===== src/verilog/optical_ctrl_consts.svh =====
// Register offsets, field positions, reset values and timing counts.
`ifndef OPTICAL_CTRL_CONSTS_SVH
`define OPTICAL_CTRL_CONSTS_SVH
`define OFS_FIFO_CFG 8'h08
`define OFS_MODE_PRIMARY 8'h09
`define OFS_MODE_TIMING 8'h0A
`define OFS_EMIT1_AMP 8'h0C
`define OFS_EMIT2_AMP 8'h0D
`define OFS_EMIT3_AMP 8'h0E
`define OFS_EMIT4_AMP 8'h0F
`define OFS_EMIT_RANGE 8'h11
`define OFS_REDUCED_AMP 8'h12
`define OFS_SLOT_SEL12 8'h13
`define OFS_SLOT_SEL34 8'h14
`define OFS_IRQ_STATUS 8'h00
`define RST_FIFO_CFG 8'h0F
`define RST_ZERO 8'h00
`define BIT_POWER_SAVE 7
`define BIT_SOFT_RESET 6
`define BIT_AMB_DETECT 2
`define BIT_AFULL_FLAG 7
`define BIT_PWR_FLAG 0
`define MASK_MODE_PRIMARY 8'hDF
`define FIFO_DEPTH 6'h20
`define CLK_HZ 20000000
`define SOFT_RESET_CYCLES 16
`endif


===== src/verilog/optical_ctrl_pkg.sv =====
// Types shared by the optical sampling control files.
`default_nettype none
package optical_ctrl_pkg;
    typedef enum logic [1:0] {
        MODE_OFF = 2'b00,
        MODE_ONE = 2'b01,
        MODE_TWO = 2'b10,
        MODE_FLEX = 2'b11
    } conv_mode_e;
    typedef enum logic [1:0] {
        SEQ_IDLE = 2'b00,
        SEQ_PULSE = 2'b01,
        SEQ_WAIT = 2'b10
    } seq_state_e;
endpackage : optical_ctrl_pkg
`default_nettype wire


===== src/verilog/slot_decode.sv =====
// Decoder of one flex slot selector into emitter choice and amplitude source.
`default_nettype none
module slot_decode (
    input wire logic [3:0] code_i,
    output logic active_o,
    output logic [1:0] emitter_o,
    output logic reduced_o
);
    // Codes 1-4 pick an emitter at its own level, 5-8 at the reduced level.
    always_comb
    begin
        active_o = (code_i >= 4'h1) && (code_i <= 4'h8);
        reduced_o = (code_i >= 4'h5) && (code_i <= 4'h8);
        emitter_o = reduced_o ? 2'(code_i - 4'h5) : 2'(code_i - 4'h1);
        if (!active_o)
        begin
            emitter_o = 2'h0;
        end
    end
endmodule : slot_decode
`default_nettype wire


===== src/verilog/rate_timer.sv =====
// Sample period timer: one pulse per sample at the selected rate.
`default_nettype none
module rate_timer #(
    parameter int CLK_HZ = 20000000
) (
    input wire logic mclk_i,
    input wire logic rstn_i,
    input wire logic run_i,
    input wire logic [2:0] rate_i,
    output logic tick_o
);
    logic [19:0] cnt_r;
    logic [19:0] cnt_nxt;
    logic [19:0] period;
    logic tick_nxt;
    // Period in clocks for each rate code.
    always_comb
    begin
        unique case (rate_i)
            3'h0: period = 20'(CLK_HZ / 50);
            3'h1: period = 20'(CLK_HZ / 100);
            3'h2: period = 20'(CLK_HZ / 200);
            3'h3: period = 20'(CLK_HZ / 400);
            3'h4: period = 20'(CLK_HZ / 800);
            3'h5: period = 20'(CLK_HZ / 1000);
            3'h6: period = 20'(CLK_HZ / 1600);
            3'h7: period = 20'(CLK_HZ / 3200);
        endcase
        tick_nxt = 1'b0;
        cnt_nxt = cnt_r;
        if (!run_i)
        begin
            cnt_nxt = 20'h00000;
        end
        else if (cnt_r >= period - 20'h00001)
        begin
            cnt_nxt = 20'h00000;
            tick_nxt = 1'b1;
        end
        else
        begin
            cnt_nxt = cnt_r + 20'h00001;
        end
    end
    // Registers the counter and pulse.
    always_ff @(posedge mclk_i or negedge rstn_i)
    begin
        if (!rstn_i)
        begin
            cnt_r <= 20'h00000;
            tick_o <= 1'b0;
        end
        else
        begin
            cnt_r <= cnt_nxt;
            tick_o <= tick_nxt;
        end
    end
endmodule : rate_timer
`default_nettype wire


===== src/verilog/optical_ctrl.sv =====
// Mode, timing, amplitude and power control of the optical sampling core.
`default_nettype none
`include "optical_ctrl_consts.svh"

module optical_ctrl #(
    parameter int CLK_HZ = `CLK_HZ,
    parameter int SOFT_RESET_CYCLES = `SOFT_RESET_CYCLES
) (
    input wire logic mclk_i,
    input wire logic rstn_i,
    input wire logic wr_en_i,
    input wire logic rd_en_i,
    input wire logic [7:0] addr_i,
    input wire logic [7:0] wdata_i,
    input wire logic [5:0] unread_count_i,
    input wire logic undervolt_evt_i,
    output logic [7:0] rdata_o,
    output logic afull_flag_o,
    output logic osc_enable_o,
    output logic cancel_loop_en_o,
    output logic filter_en_o,
    output logic pulse_o,
    output logic [1:0] pulse_emitter_o,
    output logic [7:0] pulse_amplitude_o,
    output logic [1:0] pulse_range_o,
    output logic [1:0] pulse_width_sel_o,
    output logic [1:0] conv_span_o,
    output logic buffer_push_o
);
    // ---------------------------------------------------------------
    // Register file
    // ---------------------------------------------------------------
    logic [7:0] fifo_cfg_r, fifo_cfg_nxt;
    logic [7:0] mode_primary_r, mode_primary_nxt;
    logic [7:0] mode_timing_r, mode_timing_nxt;
    logic [7:0] amp_r [4];
    logic [7:0] amp_nxt [4];
    logic [7:0] range_r, range_nxt;
    logic [7:0] reduced_r, reduced_nxt;
    logic [15:0] slots_r, slots_nxt;
    logic afull_r, afull_nxt;
    logic pwr_flag_r, pwr_flag_nxt;
    logic [7:0] srst_cnt_r, srst_cnt_nxt;
    logic [7:0] rdata_nxt;
    logic in_reset;
    logic power_save;
    logic power_save_d_r;
    logic afull_hit;
    logic run;
    logic tick;

    assign power_save = mode_primary_r[`BIT_POWER_SAVE];
    assign in_reset = mode_primary_r[`BIT_SOFT_RESET];
    assign run = !power_save && !in_reset
        && (optical_ctrl_pkg::conv_mode_e'(mode_primary_r[1:0]) != optical_ctrl_pkg::MODE_OFF);
    assign afull_hit = unread_count_i >= (`FIFO_DEPTH - {2'h0, fifo_cfg_r[3:0]});

    // Register writes, soft reset sequence and interrupt flags.
    always_comb
    begin
        fifo_cfg_nxt = fifo_cfg_r;
        mode_primary_nxt = mode_primary_r;
        mode_timing_nxt = mode_timing_r;
        amp_nxt = amp_r;
        range_nxt = range_r;
        reduced_nxt = reduced_r;
        slots_nxt = slots_r;
        srst_cnt_nxt = srst_cnt_r;
        afull_nxt = afull_r;
        pwr_flag_nxt = pwr_flag_r | undervolt_evt_i;
        // Reading status clears flags, but a coincident event wins.
        if (rd_en_i && addr_i == `OFS_IRQ_STATUS)
        begin
            afull_nxt = 1'b0;
            pwr_flag_nxt = undervolt_evt_i;
        end
        if (afull_hit && !power_save)
        begin
            afull_nxt = 1'b1;
        end
        if (power_save)
        begin
            afull_nxt = 1'b0;
            pwr_flag_nxt = 1'b0;
        end
        if (in_reset)
        begin
            // Forced reset: all registers to defaults, power flag kept.
            fifo_cfg_nxt = `RST_FIFO_CFG;
            mode_primary_nxt = 8'h40;
            mode_timing_nxt = `RST_ZERO;
            for (int i = 0; i < 4; i++)
            begin
                amp_nxt[i] = `RST_ZERO;
            end
            range_nxt = `RST_ZERO;
            reduced_nxt = `RST_ZERO;
            slots_nxt = 16'h0000;
            afull_nxt = 1'b0;
            srst_cnt_nxt = srst_cnt_r + 8'h01;
            if (srst_cnt_r >= 8'(SOFT_RESET_CYCLES - 1))
            begin
                mode_primary_nxt = `RST_ZERO;
                srst_cnt_nxt = 8'h00;
            end
        end
        else if (wr_en_i)
        begin
            // Writes stay accepted in power save.
            unique case (addr_i)
                `OFS_FIFO_CFG: fifo_cfg_nxt = wdata_i;
                `OFS_MODE_PRIMARY: mode_primary_nxt = wdata_i & `MASK_MODE_PRIMARY;
                `OFS_MODE_TIMING: mode_timing_nxt = wdata_i;
                `OFS_EMIT1_AMP: amp_nxt[0] = wdata_i;
                `OFS_EMIT2_AMP: amp_nxt[1] = wdata_i;
                `OFS_EMIT3_AMP: amp_nxt[2] = wdata_i;
                `OFS_EMIT4_AMP: amp_nxt[3] = wdata_i;
                `OFS_EMIT_RANGE: range_nxt = wdata_i;
                `OFS_REDUCED_AMP: reduced_nxt = wdata_i;
                `OFS_SLOT_SEL12: slots_nxt[7:0] = wdata_i;
                `OFS_SLOT_SEL34: slots_nxt[15:8] = wdata_i;
                default: ;
            endcase
        end
    end

    // Read data, registered one cycle after the read strobe.
    always_comb
    begin
        rdata_nxt = 8'h00;
        unique case (addr_i)
            `OFS_IRQ_STATUS: rdata_nxt = {afull_r, 6'h00, pwr_flag_r};
            `OFS_FIFO_CFG: rdata_nxt = fifo_cfg_r;
            `OFS_MODE_PRIMARY: rdata_nxt = mode_primary_r;
            `OFS_MODE_TIMING: rdata_nxt = mode_timing_r;
            `OFS_EMIT1_AMP: rdata_nxt = amp_r[0];
            `OFS_EMIT2_AMP: rdata_nxt = amp_r[1];
            `OFS_EMIT3_AMP: rdata_nxt = amp_r[2];
            `OFS_EMIT4_AMP: rdata_nxt = amp_r[3];
            `OFS_EMIT_RANGE: rdata_nxt = range_r;
            `OFS_REDUCED_AMP: rdata_nxt = reduced_r;
            `OFS_SLOT_SEL12: rdata_nxt = slots_r[7:0];
            `OFS_SLOT_SEL34: rdata_nxt = slots_r[15:8];
            default: rdata_nxt = 8'h00;
        endcase
        if (!rd_en_i)
        begin
            rdata_nxt = rdata_o;
        end
    end

    // ---------------------------------------------------------------
    // Sequencer
    // ---------------------------------------------------------------
    optical_ctrl_pkg::seq_state_e state_r, state_nxt;
    logic [1:0] slot_r, slot_nxt;
    logic [5:0] avg_cnt_r, avg_cnt_nxt;
    logic [5:0] avg_len;
    logic [1:0] slot_last;
    logic slot_on [4];
    logic [1:0] slot_em [4];
    logic slot_red [4];
    logic pulse_nxt;
    logic [1:0] em_nxt;
    logic [7:0] amp_sel_nxt;
    logic push_nxt;

    // One decoder per flex slot.
    for (genvar g = 0; g < 4; g++)
    begin : g_slot
        slot_decode u_dec (
            .code_i(slots_r[4 * g +: 4]),
            .active_o(slot_on[g]),
            .emitter_o(slot_em[g]),
            .reduced_o(slot_red[g])
        );
    end

    rate_timer #(
        .CLK_HZ(CLK_HZ)
    ) u_timer (
        .mclk_i(mclk_i),
        .rstn_i(rstn_i),
        .run_i(run),
        .rate_i(mode_timing_r[4:2]),
        .tick_o(tick)
    );

    // Steps through the slots of one sample and counts averages.
    always_comb
    begin
        state_nxt = state_r;
        slot_nxt = slot_r;
        avg_cnt_nxt = avg_cnt_r;
        pulse_nxt = 1'b0;
        em_nxt = pulse_emitter_o;
        amp_sel_nxt = pulse_amplitude_o;
        push_nxt = 1'b0;
        avg_len = (fifo_cfg_r[7:5] >= 3'h5) ? 6'h20 : 6'(6'h01 << fifo_cfg_r[7:5]);
        unique case (optical_ctrl_pkg::conv_mode_e'(mode_primary_r[1:0]))
            optical_ctrl_pkg::MODE_OFF: slot_last = 2'h0;
            optical_ctrl_pkg::MODE_ONE: slot_last = 2'h0;
            optical_ctrl_pkg::MODE_TWO: slot_last = 2'h1;
            optical_ctrl_pkg::MODE_FLEX: slot_last = 2'h3;
        endcase
        unique case (state_r)
            optical_ctrl_pkg::SEQ_IDLE:
            begin
                slot_nxt = 2'h0;
                if (tick && run)
                begin
                    state_nxt = optical_ctrl_pkg::SEQ_PULSE;
                end
            end
            optical_ctrl_pkg::SEQ_PULSE:
            begin
                if (mode_primary_r[1:0] == 2'b11)
                begin
                    pulse_nxt = slot_on[slot_r];
                    em_nxt = slot_em[slot_r];
                    amp_sel_nxt = slot_red[slot_r] ? reduced_r : amp_r[slot_em[slot_r]];
                end
                else
                begin
                    pulse_nxt = 1'b1;
                    em_nxt = slot_r;
                    amp_sel_nxt = amp_r[slot_r];
                end
                if (!run)
                begin
                    pulse_nxt = 1'b0;
                    state_nxt = optical_ctrl_pkg::SEQ_IDLE;
                end
                else if (slot_r == slot_last)
                begin
                    state_nxt = optical_ctrl_pkg::SEQ_WAIT;
                end
                else
                begin
                    slot_nxt = slot_r + 2'h1;
                end
            end
            optical_ctrl_pkg::SEQ_WAIT:
            begin
                state_nxt = optical_ctrl_pkg::SEQ_IDLE;
                if (avg_cnt_r + 6'h01 >= avg_len)
                begin
                    avg_cnt_nxt = 6'h00;
                    push_nxt = 1'b1;
                end
                else
                begin
                    avg_cnt_nxt = avg_cnt_r + 6'h01;
                end
            end
            default: state_nxt = optical_ctrl_pkg::SEQ_IDLE;
        endcase
        if (!run)
        begin
            avg_cnt_nxt = 6'h00;
        end
    end

    // Registers all state except the static outputs.
    always_ff @(posedge mclk_i or negedge rstn_i)
    begin
        if (!rstn_i)
        begin
            fifo_cfg_r <= `RST_FIFO_CFG;
            mode_primary_r <= `RST_ZERO;
            mode_timing_r <= `RST_ZERO;
            amp_r <= '{default: 8'h00};
            range_r <= `RST_ZERO;
            reduced_r <= `RST_ZERO;
            slots_r <= 16'h0000;
            afull_r <= 1'b0;
            pwr_flag_r <= 1'b0;
            srst_cnt_r <= 8'h00;
            rdata_o <= 8'h00;
            state_r <= optical_ctrl_pkg::SEQ_IDLE;
            slot_r <= 2'h0;
            avg_cnt_r <= 6'h00;
            pulse_o <= 1'b0;
            pulse_emitter_o <= 2'h0;
            pulse_amplitude_o <= 8'h00;
            buffer_push_o <= 1'b0;
            power_save_d_r <= 1'b0;
        end
        else
        begin
            fifo_cfg_r <= fifo_cfg_nxt;
            mode_primary_r <= mode_primary_nxt;
            mode_timing_r <= mode_timing_nxt;
            amp_r <= amp_nxt;
            range_r <= range_nxt;
            reduced_r <= reduced_nxt;
            slots_r <= slots_nxt;
            afull_r <= afull_nxt;
            pwr_flag_r <= pwr_flag_nxt;
            srst_cnt_r <= srst_cnt_nxt;
            rdata_o <= rdata_nxt;
            state_r <= state_nxt;
            slot_r <= slot_nxt;
            avg_cnt_r <= avg_cnt_nxt;
            pulse_o <= pulse_nxt;
            pulse_emitter_o <= em_nxt;
            pulse_amplitude_o <= amp_sel_nxt;
            buffer_push_o <= push_nxt;
            power_save_d_r <= power_save;
        end
    end

    // Static outputs decoded from configuration, plus the almost-full flag from its next value, registered.
    always_ff @(posedge mclk_i or negedge rstn_i)
    begin
        if (!rstn_i)
        begin
            afull_flag_o <= 1'b0;
            osc_enable_o <= 1'b0;
            cancel_loop_en_o <= 1'b0;
            filter_en_o <= 1'b0;
            pulse_range_o <= 2'h0;
            pulse_width_sel_o <= 2'h0;
            conv_span_o <= 2'h0;
        end
        else
        begin
            afull_flag_o <= afull_nxt;
            osc_enable_o <= !mode_primary_nxt[`BIT_POWER_SAVE];
            cancel_loop_en_o <= !mode_primary_nxt[`BIT_AMB_DETECT];
            filter_en_o <= !mode_primary_nxt[`BIT_AMB_DETECT];
            pulse_range_o <= range_r[2 * em_nxt +: 2];
            pulse_width_sel_o <= mode_timing_nxt[1:0];
            conv_span_o <= mode_timing_nxt[6:5];
        end
    end
endmodule : optical_ctrl
`default_nettype wire


===== config.mk =====
export PLATFORM = sky130hd
export DESIGN_NAME = optical_ctrl
export DESIGN_NICKNAME = d
export VERILOG_FILES = /design/src/verilog/optical_ctrl_pkg.sv /design/src/verilog/slot_decode.sv /design/src/verilog/rate_timer.sv /design/src/verilog/optical_ctrl.sv
export VERILOG_INCLUDE_DIRS = /design/src /design/src/verilog
export SDC_FILE = /design/constraint.sdc
export NUM_CORES = 1
export LEC_CHECK = 0
export BUFFER_PORTS_ARGS = -buffer_cell sky130_fd_sc_hd__buf_2
export CAP_MARGIN = 20
export CORE_MARGIN = 1.5
export CORE_UTILIZATION = 50
export CTS_BUF_LIST = sky130_fd_sc_hd__clkbuf_2 sky130_fd_sc_hd__clkbuf_4 sky130_fd_sc_hd__clkbuf_8
export DETAILED_ROUTE_END_ITERATION = 10
export PLACE_DENSITY = 0.64
export SYNTH_ARGS = -nofsm -noshare
export SYNTH_HDL_FRONTEND = slang
export SYNTH_SLANG_ARGS = --single-unit
export TNS_END_PERCENT = 1

===== constraint.sdc =====
create_clock -name mclk_i -period 3.77 [get_ports mclk_i]
set_input_delay 0.377 -clock mclk_i [delete_from_list [all_inputs] [get_ports mclk_i]]
set_output_delay 0.377 -clock mclk_i [all_outputs]
set_load 0.005 [all_outputs]

======== After elaboration in Yosys (flattened, before gate mapping) ========
Memories as Yosys holds them, arrays and structs flattened.
Cells that the tools add are included.
storage, ports and cells
  flip-flop bits (word level) ............. 157
  bits in read-only memories .............. 144
  output and inout bits ................... 30
  logic and storage cells ................. 223
  memories ................................ 1
operators by class
  add/sub/neg operators ................... 14
  magnitude comparators ................... 19
  eq/ne operators ......................... 22
  shift-type cells ........................ 2
  muxes and demuxes ....................... 82
  bitwise logic cells ..................... 3
  reduce and logical (&&, ||, !) cells .... 49
memory list
  memory           words  bits a word  rd ports  clocked after Yosys merged registers in  wr ports  RTL line          source
  (no name shown)  8      18           1         0                                        0         rate_timer.sv:19  unique case (rate_i)
operator list
  cell                                                                    count
  8-bit two-way mux                                                       28
  8-bit one-hot mux with 12 select lines                                  1
  32-bit two-way mux                                                      2
  8-bit by 4-bit == test with 1-bit output (second input constant)        7
  20-bit two-way mux                                                      2
  2-bit two-way mux                                                       17
  8-bit binary-select mux with 2-bit select                               2
  8-bit by 5-bit == test with 1-bit output (second input constant)        4
  16-bit two-way mux                                                      2
  2-bit nonzero test                                                      14
  6-bit two-way mux                                                       4
  2-bit AND reduction                                                     12
  20-bit by 1-bit adder with 20-bit output (second input constant)        1
  20-bit >= comparator                                                    1
  20-bit by 1-bit subtractor with 20-bit output (second input constant)   1
  1-bit two-way mux                                                       17
  4-bit by 1-bit >= comparator with 1-bit output (second input constant)  4
  4-bit by 3-bit >= comparator with 1-bit output (second input constant)  4
  4-bit less-or-equal comparator (second input constant)                  4
  2-bit by 1-bit subtractor with 2-bit output (second input constant)     8
  1-bit logical AND                                                       13
  6-bit >= comparator                                                     2
  3-bit >= comparator (second input constant)                             3
  8-bit by 1-bit adder with 8-bit output (second input constant)          1
  other kinds (25)                                                        37

======== Logic depth before layout (Yosys ltp) ========
Gate-level depths: netlist of the first run.
  depth after elaboration ................. 13
  mapped depth ............................ 17
  depth with buffers taken out ............ 15

======== Modules after synthesis ========
Synthesis of the first run repeated with hierarchy kept, for this count alone.
unflattened totals
  cell total of the unflattened synthesis .. 982
  area total of the unflattened synthesis .. 9589.2 µm²
by module, submodules not included
  module        times used  cells each  area an instance (µm²)
  optical_ctrl  1           728         7387.1
  rate_timer    1           202         1751.7
  slot_decode   4           13          112.6

======== Least setup slack after synthesis of the first run ========
No wires, ideal clock.
  path type ............................... register to register
  start point ............................. register mode_timing_r[2]
  end point ............................... register u_timer.cnt_r[11]
  setup time .............................. 132 ps
  data arrival time ....................... 3158 ps
  data required time ...................... 3638 ps
  path slack .............................. 480 ps
  cell stages (with the launch flop) ...... 16
  path buffers ............................ 2
  clock period less this slack ............ 3290 ps
  cell sequence ........................... dfrtp_1 > clkbuf_1 > inv_1 > ha_1 > or4_1 > nand2_1 > nand2_1 > a22o_1 > ha_1 > a21o_1 > a21oi_1 > nand4_1 > a21oi_1 > nor3_1 > clkbuf_1 > nor2_1
between the ends
  word-level cells in the longest chain between the ends .. 5
ends and longest elaborated chain
  item                                           RTL line             source
  start: declaration                             optical_ctrl.sv:35   logic [7:0] mode_timing_r, mode_timing_nxt;
  start signal: assignment                       optical_ctrl.sv:271  mode_timing_r <= `RST_ZERO;
  start signal: assignment                       optical_ctrl.sv:293  mode_timing_r <= mode_timing_nxt;
  memory 8 x 18 bit                              --
  20-bit by 1-bit subtractor with 20-bit output  rate_timer.sv:35     else if (cnt_r >= period - 20'h00001)
  20-bit >= comparator                           rate_timer.sv:35
  20-bit two-way mux                             rate_timer.sv:35
  20-bit two-way mux                             rate_timer.sv:31     if (!run_i)
  via u_timer.cnt_nxt[11]                        rate_timer.sv:13     logic [19:0] cnt_nxt;
  end signal: assignment                         rate_timer.sv:55     cnt_r <= cnt_nxt;
  end: declaration                               rate_timer.sv:12     logic [19:0] cnt_r;
The timed path passes the listed nets, and every way through them passes these cells.
A chain may end at the register's enable or synchronous reset.

======== Final worst setup path of the first run ========
  start point ............................. register mode_timing_r[2]
  end point ............................... register u_timer.cnt_r[2]
The elaborated chain is that of the path after synthesis.

==> metrics, run 1 <==
leakage 4.806 nW; highest ir drop seen on vdd 224.9 uV; DR vias 7452; post-detailed-placement half-perimeter wirelength 17.73 mm; area share of the largest cell type after synthesis 39.97%; wire length of the first global-routing pass 40.23 mm; number of placement rows 49; final period demand of the worst path 3.150 ns; Synth Area in Adders 6.616%; Worst Setup End Kind register; Std-Cell Core Area 18090 um2; final count of negative-setup-slack endpoints 0; filler instances 1628; max-cap violation count 0; critical path, cell by cell buf_4 -> ha_1 -> or4_1 -> o21ai_0 -> a22oi_1 -> ha_1 -> a21o_1 -> a21o_1 -> a21oi_1 -> nand4_1 -> a21oi_1 -> nor3_2 -> buf_4 -> nor2_1; number of flops mapped to enable cells by yosys 0; Clock Sink Count 152; R2R Path Start mode_timing_r[2]; summed negative setup slack over all endpoints 0 ns; post-DR vias/cell 6.034; Crit path buffers/inverters 2; most frequent cells after synthesis dfrtp_1, nor2_1, mux2i_1; Critical Path AT 3.54 ns; quantity of gates resized following cts 0; RSZ-0062 raised after global routing false; FF+latch count, synth 152; number of slew-limit violations in the final report 0; fraction of the mapped netlist area in simple logic gates 16.81%; placer congestion estimate 0.8921; failing checks design-rule violations; buffers added on ports 56; average routed wire per standard cell 20.22 um; clock tree root driver cell clkbuf_8; worst-case clock skew 0.01273 ns; number of non-filler instances in the completed layout 1235; post-synthesis compound-gate area fraction 13.95%; critical hold path startpoint undervolt_evt_i; distinct cell type count after synthesis 69; maximum number of pins on one net before global-route repair 87; deepest clock path buffer count 2; result of the run complete, but fails checks; worst setup path start mode_timing_r[2]; Hold Vio Cnt, Final 0; post-CTS clock slew at the launch and capture registers of the worst setup and hold paths 0.08 ns; count of mapped cells out of synthesis 964; power per cell area 338.3 nW/um2; combinational family with the most area after synthesis simple AND/OR/NAND/NOR gates; cell taking the most area after synthesis dfrtp_1; Slew @ Worst Pin 0.9479 ns; Synth Warn # 0; Post CTS Setup Buffer Count 0; Routed WL 24.97 mm; GRT Residual Overflow 0; count of placed standard cells including taps 1201; biggest fanout along the worst timing path 20; synthesized cell area 9266 um2; top post-synthesis cells by area dfrtp_1, mux2i_1, ha_1; GRT Overall Usage 26.69%; die outline area 19360 um2; maximum frequency from static timing analysis 0.3175 GHz; antenna-violating nets left 0; post-detailed-route DRC marker count 8; via count of the first global-routing pass 7113; number of buffers added by the clock tree synthesis step 17; Initial Utilization 51.23%; CTS tree done; flip-flop and latch area 3810 um2; post-synthesis mux area share 14.61%; Die Height 139.1 um; headroom to the max-slew limit 36.68%; commonest register cell after synthesis dfrtp_1; first-pass detailed-route iteration total 8; deepest level of the CTS H-tree 4; syn_area_per_cell 9.612 um2; crit start category register; cell with the largest stage delay on the worst path or4_1; share of cells above drive strength 1 15.62%; largest stage delay on the critical path 0.57 ns; dominant cell by count in the synthesized netlist dfrtp_1; share of flip-flops with an asynchronous set or reset 100.0%; I/O pin total 57; clock latency reported for the late side of the worst-skew pair 0.47 ns; Post-layout nets 1068; Area Overhead vs Synth 9.006%; net count after synthesis 1040; fraction of synthesized cell area in xor and xnor cells 2.268%; area of the multi-input gates 5036 um2; Die W 139.1 um; final core utilization 55.85%; antenna violations before repair 1; hold crit path type in -> reg; violation count after the first detailed-route iteration 962; critical path required time 4.16 ns; Worst Setup Path Type reg -> reg; critical path's top delay family compound AO/OA/AOI/OAI gates; Final period util 83.56%; hold buffers post-CTS 1; share of the yosys chip area belonging to registers 41.10%
## kinds of logic after synthesis
group           after synthesis
mux                         119
other cells                   1
compound gates              188
fa+ha+maj                    49
simple gates                330
flops                       152
xor+xnor                     24
buf+inv                     101
## where the power goes
group	leakage, nW	switching [mW]	internal, mW	total, mW
clock network	0.197	0.667	0.639	1.31
logic	2.54	0.239	0.135	0.374
registers	2.07	0.0597	1.68	1.74
## registers in the layout (all words and copies together), names as in the netlist, 2 cells and up
name / count
slots_r: 16
state_r: 2
srst_cnt_r: 8
slot_r: 2
pulse_range_o: 2
mode_timing_r: 6
pulse_emitter_o: 2
reduced_r: 8
avg_cnt_r: 6
fifo_cfg_r: 8
amp_r: 32
rdata_o: 8
range_r: 8
pulse_amplitude_o: 8
mode_primary_r: 7
u_timer.cnt_r: 20
## area by class of cell
| class | count | share of cell area [%] |
|---|---|---|
| antenna | 1 | 0.02477 |
| clock buffer | 20 | 2.663 |
| clock inverter | 12 | 1.400 |
| inverter | 37 | 1.375 |
| multi-input combinational | 711 | 49.86 |
| sequential | 152 | 37.72 |
| tap | 229 | 2.837 |
| timing repair buffer | 73 | 4.125 |
## path summary, 6_finish.rpt
kind	end	slack, ns	cells past startpoint
max	u_timer.cnt_r[2]	0.62	14
min	pwr_flag_r	0.13	3
max reg2reg	u_timer.cnt_r[2]	0.62	14
min reg2reg	srst_cnt_r[6]	0.51	1
max in group asynchronous	srst_cnt_r[4]	2.38	3
min in group asynchronous	avg_cnt_r[5]	0.53	2
## worst min-delay path: stages
cell and delay [ns]:
buf_2 0.08, a21oi_1 0.03, nor2_1 0.07
## per-layer routing
layer	part of all wire (%)	vias to the layer above	routed length, um	track usage, %
met1	48	3634	11920	39.47
li1	-	3525	-	-
met3	6.8	38	1692	5.214
met2	43	255	10800	39.13
met5	0	-	0	0
met4	2.2	0	561	9.127
## stage by stage
stage          hold WS [ns]  power [mW]  setup slack, ns  area (um2)
2_1_floorplan       0.08141       1.996           0.4801        9266
3_3_place_gp         0.4826       2.132           0.7218        9678
3_5_place_dp         0.4906       2.140           0.6506        9678
4_1_cts              0.1102       3.445           0.6367       10100
5_1_grt              0.1216       3.559           0.3581       10100
6_report             0.1267       3.417           0.6199       10100
## cell usage in the layout, fill, tap and decap left out, types with 4 or more instances in the layout
master,synthesis,final
a221oi_1,12,12
o22ai_1,11,11
nand2_1,74,74
and4_1,4,4
buf_4,5,16
nand3_1,47,47
and3_1,6,6
a22oi_1,9,9
a21o_1,13,13
a222oi_1,4,4
o221ai_1,12,12
clkinvlp_4,0,4
a32o_1,4,4
nand2b_1,12,12
a31oi_1,9,9
ha_1,49,49
nand4_1,6,6
buf_2,4,55
nor3_1,8,7
and2_1,4,4
dfstp_2,4,4
nor2b_1,14,14
clkbuf_8,0,19
xnor2_1,8,8
nor2_1,127,127
dfrtp_1,148,147
o221a_2,8,8
a21oi_1,52,52
xor2_1,16,16
inv_1,37,37
a211o_1,5,5
mux2_2,10,10
mux4_2,12,12
mux2i_1,97,97
o21ai_0,31,31
Note: power is estimated with default switching activity, not from simulation.
==> run 2, diff against run 1 <==
Clock period 3.77 ns to 3 ns, I/O delays scaled along.
==> run 2 against run 1 <==
Compared with the run above: the run still ends with design-rule violations left; combinational power rose by 40%; first-iteration DRC count fell by 36%; clock power rose by 20%; worst hold slack got worse by 0.056 ns; register-to-register slack got worse by 0.60 ns; core utilization rose by 1.8 points; clock-buffer cell count fell by 2; wire length fell by 0.71%.
==> metrics, run 2 (same netlist as run 1, synthesis figures left out) <==
filler instances 1609; flip-flop and latch area 3810 um2; critical path required time 3.36 ns; largest stage delay on the critical path 0.55 ns; die outline area 19360 um2; first-pass detailed-route iteration total 10; area of the multi-input gates 5091 um2; ANT cells 0; Critical Path AT 3.34 ns; Setup WS post-layout 0.01791 ns; post-detailed-placement half-perimeter wirelength 17.79 mm; Regs by FF count amp_r: 32 flops, u_timer.cnt_r: 20 flops, slots_r: 16 flops; critical path, cell by cell buf_6 -> ha_1 -> or4_4 -> nand2_1 -> nand2_1 -> a22o_1 -> ha_4 -> a21o_1 -> a21oi_2 -> nand4_1 -> a21oi_2 -> nor3_4 -> buf_6 -> nor2_1; slack of the worst reg-to-reg path 0.02 ns; number of slew-limit violations in the final report 0; placer congestion estimate 0.9069; cell with the largest stage delay on the worst path or4_4; post-placement worst setup slack -0.3252 ns; deepest level of the CTS H-tree 4; largest register by flop count amp_r; Hold Vio Cnt, Final 0; highest ir drop seen on vdd 268.4 uV; result of the run complete, but fails checks; maximum frequency from static timing analysis 0.3353 GHz; wire length of the first global-routing pass 39.76 mm; worst setup path start mode_timing_r[2]; DR vias 7505; failing checks design-rule violations; maximum number of pins on one net before global-route repair 99; GRT Overall Usage 26.46%; Routed WL 24.79 mm; share of cells above drive strength 1 19.09%; post-DR vias/cell 5.928; critical hold path startpoint undervolt_evt_i; average routed wire per standard cell 19.58 um; final count of negative-setup-slack endpoints 0; antenna violations before repair 0; headroom to the max-slew limit 30.18%; number of buffers added by the clock tree synthesis step 17; Std-Cell Core Area 18090 um2; Worst Setup End Kind register; Area Overhead vs Synth 12.54%; via count of the first global-routing pass 7100; Total Power 4.272 mW; hold slack 0.07046 ns; Worst Setup Path Type reg -> reg; clock tree root driver cell clkbuf_8; GRT Residual Overflow 0; violation count after the first detailed-route iteration 614; R2R Path Start mode_timing_r[2]; hold crit path type in -> reg; CTS tree done; crit start category register; buffers added on ports 56; I/O pin total 57; max reg flops 32; Die Height 139.1 um; Slew @ Worst Pin 1.047 ns; final period demand of the worst path 2.982 ns; max-cap violation count 0; power per cell area 409.6 nW/um2; post-detailed-route DRC marker count 4; number of placement rows 49; final core utilization 57.66%; antenna-violating nets left 0; Initial Utilization 51.23%; worst-case clock skew 0.01742 ns; Die W 139.1 um; most common cell after layout, fill and taps aside dfrtp_1; biggest fanout along the worst timing path 6; leakage 4.976 nW; leading cell types in the layout, fill and taps excluded dfrtp_1, nor2_1, mux2i_1, nand2_1, buf_2; Final period util 99.40%; Post-layout nets 1100; post-CTS clock slew at the launch and capture registers of the worst setup and hold paths 0.10 ns; Clock Sink Count 152; deepest clock path buffer count 2; RSZ-0062 raised after global routing true; clock latency reported for the late side of the worst-skew pair 0.46 ns
run 2: path summary, 6_finish.rpt:
check / to / cells after the start
setup / recovery: u_timer.cnt_r[5] / 14
hold / removal: pwr_flag_r / 3
setup reg to reg: u_timer.cnt_r[5] / 14
hold reg to reg: srst_cnt_r[5] / 1
max in group asynchronous: fifo_cfg_r[2] / 3
min in group asynchronous: slots_r[7] / 2
run 2: cell type report:
class	count	area share, %
inverters	37	1.368
multi-input cells	711	48.82
repair buffers	105	6.803
clock buffers	18	2.376
flip-flops and latches	152	36.53
well taps	229	2.747
clock inverters	14	1.356
run 2: report_power, final:
part / switching (mW) / internal, mW
Clock: 0.876 / 0.697
Sequential: 0.0680 / 2.11
Combinational: 0.315 / 0.208
run 2: layer usage:
layer / track usage (%) / part of all wire (%) / up-vias
met2: 40.21 / 46 / 248
met4: 9.910 / 2.4 / 0
met3: 4.869 / 6.0 / 36
met5: 0 / 0 / -
met1: 37.72 / 46 / 3633
li1: - / - / 3588
run 2: worst max-delay path, delay by kind of cell, from the launching register on:
family,cells,cell delay (ns)
and+or+nand+nor,6,1.15
AOI/OAI and AO/OA,4,0.47
DFF,1,0.44
adders and majority gates,2,0.48
buffers and inverters,2,0.33
run 2: through the flow:
stage / std cells / TNS (ns) / instance area, um2
final: 1266 / 0 / 10430
after global routing: 1266 / -1.704 / 10430
after CTS: 1264 / 0 / 10380
after detailed placement: 1229 / -4.980 / 9950
after global placement: 1228 / -11.32 / 9938
after floorplan: 964 / 0 / 9305
run 2: timing repair:
item,4_1_cts,5_1_grt
hold endpoints to repair,52,0
resized for setup,4,9
hold buffers,1,0
pin swaps,1,3
cloned,0,1
buffers inserted,2,1
endpoints found under the setup margin,20,21
==> run 3, diff against run 2 <==
Settings changed: ABC_CLOCK_PERIOD_IN_PS set to 3000, BUFFER_PORTS_ARGS -buffer_cell sky130_fd_sc_hd__buf_2 to not set, CORE_UTILIZATION 50 to 55, DONT_BUFFER_PORTS set to 1, PLACE_DENSITY 0.64 to 0.66.
==> run 3 against run 2 <==
Compared with the run above: the flow finishes with violations (negative hold slack, negative setup slack); power fell by 1.6%; clock power barely moved; clock skew fell by 0.0080 ns; register-to-register slack got worse by 0.16 ns; maximum frequency fell by 5.0%; critical path depth did not move; sequential share of layout area rose by 0.41 points; sequential cell count did not move; first-iteration DRC count rose by 43%; final cell count fell by 4.7%; core utilization rose by 4.8 points; wire length rose by 7.1%.
==> metrics, run 3 (same netlist as run 1, synthesis figures left out) <==
result of the run complete, but fails checks; failing checks negative hold slack, negative setup slack; Die W 132.8 um; Hold Vio Cnt, Final 152; Clock Sink Count 152; GRT Overall Usage 30.94%; Area Overhead vs Synth 11.33%; DR vias 7737; CTS tree done; die outline area 17640 um2; first-pass detailed-route iteration total 5; final count of negative-setup-slack endpoints 20; placer congestion estimate 0.9208; Std-Cell Core Area 16520 um2; headroom to the max-slew limit 30.31%; Die Height 132.8 um; I/O pin total 57; maximum frequency from static timing analysis 0.3185 GHz; clock tree root driver cell clkbuf_8; worst setup path start mode_timing_r[2]; number of slew-limit violations in the final report 0; hold slack -0.4764 ns; summed negative setup slack over all endpoints -1.886 ns; number of placement rows 47; crit start category register; Worst Setup End Kind register; Post-layout nets 1050; GRT Residual Overflow 0; largest register by flop count amp_r; critical path, cell by cell ha_1 -> or4_4 -> nand2_2 -> nand2_2 -> a22o_1 -> ha_4 -> a21o_1 -> a21oi_2 -> nand4_1 -> a21oi_4 -> buf_6 -> nor3_4 -> buf_6 -> nor2_2; deepest level of the CTS H-tree 4; Setup WS post-layout -0.1401 ns; buffers added on ports 0; RSZ-0062 raised after global routing true; Total Power 4.202 mW; max-cap violation count 0; highest ir drop seen on vdd 269.8 uV; post-detailed-route DRC marker count 0; Critical Path AT 3.55 ns; Final period util 104.7%; maximum number of pins on one net before global-route repair 153; antenna-violating nets left 0; ANT cells 0; deepest clock path buffer count 2; antenna violations before repair 0; Slew @ Worst Pin 1.045 ns; R2R Path Start mode_timing_r[2]; via count of the first global-routing pass 7648; Regs by FF count amp_r: 32 flops, u_timer.cnt_r: 20 flops, slots_r: 16 flops; filler instances 1383; max reg flops 32; wire length of the first global-routing pass 42.34 mm; hold crit path type in -> async; most common cell after layout, fill and taps aside dfrtp_1; clock latency reported for the late side of the worst-skew pair 0.47 ns; number of buffers added by the clock tree synthesis step 17; leakage 4.746 nW; average routed wire per standard cell 22.01 um; cell with the largest stage delay on the worst path or4_4; post-DR vias/cell 6.410; violation count after the first detailed-route iteration 880; Worst Setup Path Type reg -> reg; share of cells above drive strength 1 16.41%; leading cell types in the layout, fill and taps excluded dfrtp_1, nor2_1, mux2i_1, nand2_1, a21oi_1; critical path required time 3.41 ns; Initial Utilization 56.08%; post-CTS clock slew at the launch and capture registers of the worst setup and hold paths 0.09 ns; post-detailed-placement half-perimeter wirelength 17.75 mm; worst-case clock skew 0.009440 ns; largest stage delay on the critical path 0.58 ns; biggest fanout along the worst timing path 5; final period demand of the worst path 3.140 ns; Routed WL 26.56 mm; power per cell area 407.3 nW/um2
[run 3: cell type report]
class,instances,area [um2],share of cell area (%)
inverter,37,145.1,1.407
timing repair buffer,54,484.2,4.694
clock buffer,18,247.7,2.401
multi-input combinational,712,5211,50.52
tap,220,275.3,2.668
clock inverter,14,141.4,1.371
sequential,152,3811,36.94
[run 3: per-layer routing]
layer  track usage, %  share of wire [%]  vias to the layer above
met2            48.73                 47                      333
met4            13.25                3.6                        0
met1            42.22                 42                     3854
met3            5.479                7.2                       68
met5                0                  0                        -
li1                 -                  -                     3482
[run 3: repair_timing]
action                                  CTS  global route
endpoints found under the setup margin   21            21
setup buffers                             9             0
hold endpoints to repair                229           153
resized for setup                        20            29
hold buffers                             13             1
gates cloned                              1             0
pin swaps                                 7             5
[run 3: worst paths after layout]
path | end | slack [ns] | cells past startpoint
max in group asynchronous | fifo_cfg_r[7] | 3.14 | 0
max reg2reg | u_timer.cnt_r[9] | -0.14 | 14
min in group mclk_i | amp_r[19] | 0.01 | 2
min reg2reg | srst_cnt_r[5] | 0.51 | 1
min | avg_cnt_r[2] | -0.48 | 0
max | u_timer.cnt_r[9] | -0.14 | 14
[run 3: critical path, delay by kind of cell, from the launching register on]
family	cells	cell delay [ns]
AOI/OAI and AO/OA	4	0.81
adders and majority gates	2	0.45
buffers and inverters	2	0.29
DFF	1	0.46
and+or+nand+nor	6	1.07
[run 3: power by group]
part           switching, mW  internal (mW)
combinational          0.257          0.202
sequential            0.0723           2.11
clock                  0.866          0.697
[run 3: metrics by stage]
| stage | instances | instance area [um2] | worst slack (ns) | hold WS (ns) | util (%) |
|---|---|---|---|---|---|
| finish | 1207 | 10320 | -0.1401 | -0.4764 | 62.43 |
| global route | 1207 | 10320 | -0.2243 | -0.4978 | 62.43 |
| CTS | 1206 | 10220 | 0.003956 | -0.4972 | 61.83 |
| detailed placement | 1151 | 9525 | -0.6820 | 0.009115 | 57.64 |
| global placement | 1151 | 9525 | -0.5031 | 0.009649 | 57.64 |
| floorplan | 964 | 9305 | 0.01471 | 0.004409 | - |
